===== config.mk =====
export PLATFORM = sky130hd
export DESIGN_NAME = lsdr_link_status_regs
export DESIGN_NICKNAME = d
export VERILOG_FILES = /design/src/rtl/lsdr_pkg.sv /design/src/rtl/lsdr_cfg_if.sv /design/src/rtl/lsdr_cfg_core.sv /design/src/rtl/lsdr_link_status_regs.sv
export SDC_FILE = /design/constraint.sdc
export NUM_CORES = 1
export LEC_CHECK = 0
export BUFFER_PORTS_ARGS = -buffer_cell sky130_fd_sc_hd__buf_2
export CORE_ASPECT_RATIO = 0.9
export CORE_MARGIN = 3
export CORE_UTILIZATION = 35
export CTS_CLUSTER_DIAMETER = 80
export DETAILED_ROUTE_END_ITERATION = 12
export PLACE_DENSITY = 0.69
export SYNTH_ARGS = -nofsm -noshare
export SYNTH_HDL_FRONTEND = slang
export SYNTH_SLANG_ARGS = --single-unit

===== constraint.sdc =====
create_clock -name clock -period 5.1 [get_ports clock]
set_input_delay 1.02 -clock clock [delete_from_list [all_inputs] [get_ports clock]]
set_output_delay 1.02 -clock clock [all_outputs]
set_load 0.03 [all_outputs]

===== src/rtl/lsdr_pkg.sv =====
// Package of constants and types for the link status and debug register bank.
//----------------------------------------------------------------------------
//----------------------------------------------------------------------------
package lsdr_pkg;
    localparam int NUM_LINKS = 8;
    localparam logic [7:0] IDX_DEBUG_ORIGIN = 8'h1f;
    localparam logic [7:0] IDX_LINK_BASE = 8'h20;
    localparam int ORIGIN_PIN_BIT = 4;
    localparam int ORIGIN_CORE1_BIT = 1;
    localparam int ORIGIN_CORE0_BIT = 0;
    localparam int SRC_TYPE_LSB = 24;
    localparam int DEST_LSB = 16;
    localparam int DIR_LSB = 8;
    localparam int NET_LSB = 4;
    localparam int JUNK_BIT = 2;
    localparam int DEST_USE_BIT = 1;
    localparam int SRC_USE_BIT = 0;
    localparam logic [3:0] DIR_RESET = 4'h0;
    localparam logic [1:0] NET_RESET = 2'h0;
    localparam logic [2:0] ORIGIN_RESET = 3'h0;
    localparam logic [1:0] serial_link_kind = 2'h0;
    localparam logic [1:0] processor_link_kind = 2'h1;
    localparam logic [1:0] switch_control_kind = 2'h2;

    typedef enum logic [1:0] {
        LSDR_IDLE = 2'b00,
        LSDR_ACCESS = 2'b01,
        LSDR_DONE = 2'b11
    } lsdr_phase_t;

    function automatic logic [31:0] lsdr_link_word(
        input logic [1:0] src_type,
        input logic [7:0] dest,
        input logic [3:0] dir,
        input logic [1:0] net,
        input logic junk,
        input logic dest_use,
        input logic src_use
    );
        logic [31:0] w;
        w = 32'h0000_0000;
        w[SRC_TYPE_LSB +: 2] = src_type;
        w[DEST_LSB +: 8] = dest;
        w[DIR_LSB +: 4] = dir;
        w[NET_LSB +: 2] = net;
        w[JUNK_BIT] = junk;
        w[DEST_USE_BIT] = dest_use;
        w[SRC_USE_BIT] = src_use;
        return w;
    endfunction : lsdr_link_word
endpackage : lsdr_pkg


===== src/rtl/lsdr_cfg_if.sv =====
// Interface carrying configuration writes from the bus slave to the register core and the field values back.
`timescale 1ns/1ps
interface lsdr_cfg_if;
    logic wr_link;
    logic [2:0] wr_sel;
    logic [31:0] wr_data;
    logic wr_origin;
    logic [3:0] dir [lsdr_pkg::NUM_LINKS];
    logic [1:0] net [lsdr_pkg::NUM_LINKS];
    logic [2:0] origin;
    modport slave (output wr_link, output wr_sel, output wr_data, output wr_origin,
        input dir, input net, input origin);
    modport core (input wr_link, input wr_sel, input wr_data, input wr_origin,
        output dir, output net, output origin);
endinterface : lsdr_cfg_if


===== src/rtl/lsdr_cfg_core.sv =====
// Writable link direction and network fields plus the debug origin record.
`timescale 1ns/1ps
module lsdr_cfg_core (
    input wire logic clock,
    input wire logic rst_n,
    input wire logic dbg_event,
    input wire logic [2:0] dbg_cause,
    lsdr_cfg_if.core cfg
);
    typedef struct packed {
        logic [lsdr_pkg::NUM_LINKS-1:0][3:0] dir;
        logic [lsdr_pkg::NUM_LINKS-1:0][1:0] net;
        logic [2:0] origin;
    } lsdr_core_state_t;

    lsdr_core_state_t state_reg;
    lsdr_core_state_t state_next;

    always_comb begin
        state_next = state_reg;
        if (cfg.wr_link) begin
            state_next.dir[cfg.wr_sel] = cfg.wr_data[lsdr_pkg::DIR_LSB +: 4];
            state_next.net[cfg.wr_sel] = cfg.wr_data[lsdr_pkg::NET_LSB +: 2];
        end
        if (cfg.wr_origin) begin
            state_next.origin = {cfg.wr_data[lsdr_pkg::ORIGIN_PIN_BIT],
                cfg.wr_data[lsdr_pkg::ORIGIN_CORE1_BIT], cfg.wr_data[lsdr_pkg::ORIGIN_CORE0_BIT]};
        end
        // A new debug event beats a software write in the same cycle.
        if (dbg_event) begin
            state_next.origin = dbg_cause;
        end
        if (!rst_n) begin
            state_next.origin = lsdr_pkg::ORIGIN_RESET;
            for (int i = 0; i < lsdr_pkg::NUM_LINKS; i++) begin
                state_next.dir[i] = lsdr_pkg::DIR_RESET;
                state_next.net[i] = lsdr_pkg::NET_RESET;
            end
        end
    end

    always_ff @(posedge clock) begin
        state_reg <= state_next;
    end

    always_comb begin
        for (int i = 0; i < lsdr_pkg::NUM_LINKS; i++) begin
            cfg.dir[i] = state_reg.dir[i];
            cfg.net[i] = state_reg.net[i];
        end
        cfg.origin = state_reg.origin;
    end

    a_origin_event: assert property (@(posedge clock) disable iff (!rst_n)
        dbg_event |=> state_reg.origin == $past(dbg_cause))
        else $error("debug origin not recorded");
    a_dir_write: assert property (@(posedge clock) disable iff (!rst_n)
        cfg.wr_link |=> state_reg.dir[$past(cfg.wr_sel)] == $past(cfg.wr_data[11:8]))
        else $error("direction write lost");
    a_net_write: assert property (@(posedge clock) disable iff (!rst_n)
        cfg.wr_link |=> state_reg.net[$past(cfg.wr_sel)] == $past(cfg.wr_data[5:4]))
        else $error("network write lost");
endmodule : lsdr_cfg_core


===== src/rtl/lsdr_link_status_regs.sv =====
// Top of the link status and debug register bank with its APB slave.
`timescale 1ns/1ps
module lsdr_link_status_regs (
    input wire logic clock,
    input wire logic rst_n,
    input wire logic psel,
    input wire logic penable,
    input wire logic pwrite,
    input wire logic [11:0] paddr,
    input wire logic [31:0] pwdata,
    input wire logic [3:0] pstrb,
    output logic [31:0] prdata,
    output logic pready,
    output logic pslverr,
    input wire logic dbg_event,
    input wire logic [2:0] dbg_cause,
    input wire logic [15:0] link_src_type,
    input wire logic [63:0] link_dest,
    input wire logic [7:0] link_junk,
    input wire logic [7:0] link_dest_use,
    input wire logic [7:0] link_src_use
);
    //------------------------------------------------------------------------
    // State
    //------------------------------------------------------------------------
    typedef struct packed {
        lsdr_pkg::lsdr_phase_t phase;
        logic [31:0] rdata;
        logic ready;
        logic err;
    } lsdr_top_state_t;

    lsdr_top_state_t state_reg;
    lsdr_top_state_t state_next;
    lsdr_cfg_if cfg ();

    logic [9:0] word_idx;
    logic hit_origin;
    logic hit_link;
    logic [2:0] link_sel;
    logic setup_now;
    logic [31:0] read_word;

    //------------------------------------------------------------------------
    // Decode
    //------------------------------------------------------------------------
    // Printed offsets are word indices, so the byte address is four times the index.
    assign word_idx = paddr[11:2];
    assign hit_origin = (word_idx == {2'b00, lsdr_pkg::IDX_DEBUG_ORIGIN});
    assign hit_link = (word_idx[9:3] == {2'b00, lsdr_pkg::IDX_LINK_BASE[7:3]});
    assign link_sel = word_idx[2:0];
    assign setup_now = psel && !penable && (state_reg.phase == lsdr_pkg::LSDR_IDLE);

    always_comb begin
        read_word = 32'h0000_0000;
        if (hit_origin) begin
            read_word[lsdr_pkg::ORIGIN_PIN_BIT] = cfg.origin[2];
            read_word[lsdr_pkg::ORIGIN_CORE1_BIT] = cfg.origin[1];
            read_word[lsdr_pkg::ORIGIN_CORE0_BIT] = cfg.origin[0];
        end else if (hit_link) begin
            read_word = lsdr_pkg::lsdr_link_word(
                link_src_type[link_sel*2 +: 2],
                link_dest_use[link_sel] ? link_dest[link_sel*8 +: 8] : 8'h00,
                cfg.dir[link_sel],
                cfg.net[link_sel],
                link_junk[link_sel],
                link_dest_use[link_sel],
                link_src_use[link_sel]);
        end
    end

    //------------------------------------------------------------------------
    // Write strobes
    //------------------------------------------------------------------------
    // Writes act in the setup cycle; full words only, since fields span lanes.
    assign cfg.wr_link = setup_now && pwrite && hit_link && (pstrb == 4'hf);
    assign cfg.wr_origin = setup_now && pwrite && hit_origin && (pstrb == 4'hf);
    assign cfg.wr_sel = link_sel;
    assign cfg.wr_data = pwdata;

    //------------------------------------------------------------------------
    // APB phase machine
    //------------------------------------------------------------------------
    always_comb begin
        state_next = state_reg;
        state_next.ready = 1'b0;
        case (state_reg.phase)
            lsdr_pkg::LSDR_IDLE: begin
                if (setup_now) begin
                    state_next.phase = lsdr_pkg::LSDR_ACCESS;
                    state_next.rdata = pwrite ? 32'h0000_0000 : read_word;
                    state_next.err = !(hit_origin || hit_link);
                    state_next.ready = 1'b1;
                end
            end
            lsdr_pkg::LSDR_ACCESS: begin
                state_next.phase = lsdr_pkg::LSDR_IDLE;
                state_next.err = 1'b0;
            end
            default: begin
                state_next.phase = lsdr_pkg::LSDR_IDLE;
            end
        endcase
        if (!rst_n) begin
            state_next.phase = lsdr_pkg::LSDR_IDLE;
            state_next.rdata = 32'h0000_0000;
            state_next.ready = 1'b0;
            state_next.err = 1'b0;
        end
    end

    always_ff @(posedge clock) begin
        state_reg <= state_next;
    end

    assign prdata = state_reg.rdata;
    assign pready = state_reg.ready;
    assign pslverr = state_reg.err;

    lsdr_cfg_core u_core (
        .clock(clock),
        .rst_n(rst_n),
        .dbg_event(dbg_event),
        .dbg_cause(dbg_cause),
        .cfg(cfg)
    );

    //------------------------------------------------------------------------
    // Checks
    //------------------------------------------------------------------------
    a_ready_once: assert property (@(posedge clock) disable iff (!rst_n)
        setup_now |=> pready ##1 !pready)
        else $error("pready not a single cycle answer");
    a_reserved_zero: assert property (@(posedge clock) disable iff (!rst_n)
        pready |-> (prdata & 32'hfc00_f0c8) == 32'h0000_0000)
        else $error("reserved bits read nonzero");
    a_src_type: assert property (@(posedge clock) disable iff (!rst_n)
        setup_now && !pwrite && hit_link |=>
        prdata[25:24] == $past(link_src_type[link_sel*2 +: 2]))
        else $error("source type mismatch");
    a_dest_num: assert property (@(posedge clock) disable iff (!rst_n)
        setup_now && !pwrite && hit_link && link_dest_use[link_sel] |=>
        prdata[23:16] == $past(link_dest[link_sel*8 +: 8]))
        else $error("destination number mismatch");
    a_junk_flag: assert property (@(posedge clock) disable iff (!rst_n)
        setup_now && !pwrite && hit_link |=> prdata[2] == $past(link_junk[link_sel]))
        else $error("junk flag mismatch");
    a_dest_use: assert property (@(posedge clock) disable iff (!rst_n)
        setup_now && !pwrite && hit_link |=> prdata[1] == $past(link_dest_use[link_sel]))
        else $error("dest in use mismatch");
    a_src_use: assert property (@(posedge clock) disable iff (!rst_n)
        setup_now && !pwrite && hit_link |=> prdata[0] == $past(link_src_use[link_sel]))
        else $error("source in use mismatch");
    a_origin_read: assert property (@(posedge clock) disable iff (!rst_n)
        setup_now && !pwrite && hit_origin |=>
        prdata[4] == $past(cfg.origin[2]) && prdata[1:0] == $past(cfg.origin[1:0]))
        else $error("origin read mismatch");
endmodule : lsdr_link_status_regs


==> run summary <==
status -> complete, no violations
number of buffers added on ports -> 155
post-CTS setup buffers -> 0
combinational power share -> 13.4%
Crit path required time -> 5.35 ns
DR iter-0 viols -> 167
CTS Hold Buffers Added -> 0
number of synthesized flops with an enable pin -> 0
# rows -> 37
largest net degree at the start of global routing -> 57
grt ovf -> 0
Area contributors post-synth -> dfxtp_1, mux2i_1, mux4_2, nand2_1, buf_4
Synth Cell Area -> 4233 sq um
Hold WC Path Type -> reg -> reg
fin crit period -> 2.987 ns
register share of total power -> 41.5%
clock share of power -> 45.1%
Mapped Cells -> 423
routability cong. -> 0.8191
Die X -> 121.9 um
setup ws final -> 2.113 ns
non-filler cells, final -> 705
first-pass GRT wire length -> 19180 um
via count -> 3762
TritonCTS Buffers -> 9
clock transition at the registers of the reported paths -> 0.06 ns
Layout area overhead -> 23.00%
Post-Route Setup TNS -> 0 ns
Total Wirelength -> 12710 um
placed insts -> 690
drc violations -> 0
Setup-failing EPs final -> 0
Post-synth top cells -> dfxtp_1, nand2_1, mux2i_1, buf_4, mux4_2
proportion of layout cells with a drive suffix above 1 -> 39.34%
# H-tree levels -> 3
Hold Crit Depth -> 2
CTS Sinks -> 73
FF+latch count, synth -> 73
WS Path Type -> in -> reg
total power draw -> 1.385 mW
root buffer cell -> clkbuf_16
drt via density -> 5.336
GRT Util Overall -> 18.87%
vias in the first global route -> 3756
CTS tree -> yes
Sw Ratio -> 24.36%
register area share after synthesis -> 34.53%
f_max -> 334.8 MHz
hold slack -> 0.4551 ns
CTS max path bufs -> 2
cell area power density -> 266.0 nW/um^2
Hold Vio Cnt, Final -> 0
NetSw -> 337.4 uW
Largest register FFs -> 32
Max FO, Critical Path -> 9
die height -> 110.3 um
period utilization -> 58.56%
Initial Utilization -> 36.43%
Worst Setup End Kind -> register
Netlist cell types -> 48
WL/cell -> 18.02 um
dominant cell type by area after synthesis -> dfxtp_1
Startpoint Class -> primary input
Routed Antenna Nets -> 0
Ant. Diodes -> 0
max-cap violations -> 0
post-DP HPWL -> 9446 um
full die area -> 13450 sq um
RSZ-0062 raised after global routing -> no
placement-stage worst setup slack -> 1.750 ns
Yosys top cell area share -> 34.53%
Max VDD drop -> 153.1 uV
clock skew -> 0.003685 ns
Leakage -> 2.352 nW
fin. max-slew vios -> 0
Worst slew margin -> 50.34%
post_cts resized -> 0
Reg2Reg Depth -> 4
Slew @ Worst Pin -> 0.7394 ns
Core Area -> 11620 sq um
I/O pin cnt -> 195
Post-synth ARST share -> 0%
yosys warns -> 0
nets -> 706
P_int -> 1.048 mW
worst skew pair latency -> 0.34 ns
crit path DAT -> 3.24 ns
ys flop type -> dfxtp_1
drt pass-1 iters -> 5
Syn Area/Cell -> 10.01 sq um
antenna violations before repair -> 0
cell usage in the layout, fill, tap and decap left out, drive strengths merged, types with 5 or more instances in the layout:
cell type	instances
clkbuf	10
a22oi	5
a21oi	9
conb	13
o21ai	24
nor4	7
mux2i	63
dfxtp	73
inv	7
mux4	28
nand2	73
nand3	16
buf	159
metrics by stage:
| stage | cell area [sq um] | utilization (%) |
|---|---|---|
| final | 5206 | 44.80 |
| after global routing | 5206 | 44.80 |
| after CTS | 5206 | 44.80 |
| after detailed placement | 4911 | 42.26 |
| after global placement | 4911 | 42.26 |
| after floorplan | 4278 | - |
cell type report:
class,count,area [sq um]
clock inverter,5,56.30
timing repair buffer,159,805.8
fill,1094,6414
inverter,8,30.03
multi-input combinational,294,2419
sequential,73,1461
tap,156,195.2
clock buffer,10,239.0
worst max-delay path, cell delays in order:
cell and delay (ns):
buf_2 0.12, or3b_1 0.48, or3_1 0.63, nor4_4 0.70, mux2i_1 0.29
power by group through the flow:
stage / Clock, mW / Sequential [mW] / Combinational [mW]
floorplan: 0 / 0.588 / 0.116
global placement: 0 / 0.587 / 0.181
detailed placement: 0 / 0.587 / 0.185
CTS: 0.635 / 0.575 / 0.186
global route: 0.660 / 0.575 / 0.201
finish: 0.624 / 0.575 / 0.186
worst paths after layout:
check	start	end	slack [ns]
worst max-delay path	penable	u_core.cfg.dir[24]$_SDFFE_PN0P_	2.11
worst min-delay path	prdata[11]$_SDFFE_PN0P_	prdata[11]$_SDFFE_PN0P_	0.46
worst max register to register	state_reg[34]$_SDFFE_PN0N_	u_core.cfg.dir[24]$_SDFFE_PN0P_	2.58
worst min register to register	prdata[11]$_SDFFE_PN0P_	prdata[11]$_SDFFE_PN0P_	0.46
layer usage:
metal / vias up / GRT usage (%) / share of wire, %
met5: - / 0 / 0
met4: 0 / 6.240 / 1.7
met3: 24 / 5.000 / 9.2
met2: 167 / 35.06 / 50
met1: 1817 / 21.04 / 39
li1: 1754 / - / -
cells by family after synthesis:
group                  share of synthesized area [%]
AOI/OAI and AO/OA                              9.312
buffers and inverters                          9.400
DFF                                            34.53
muxes                                          30.86
other                                        0.08859
and+or+nand+nor                                15.81
Power figures use the tool's default switching activity.
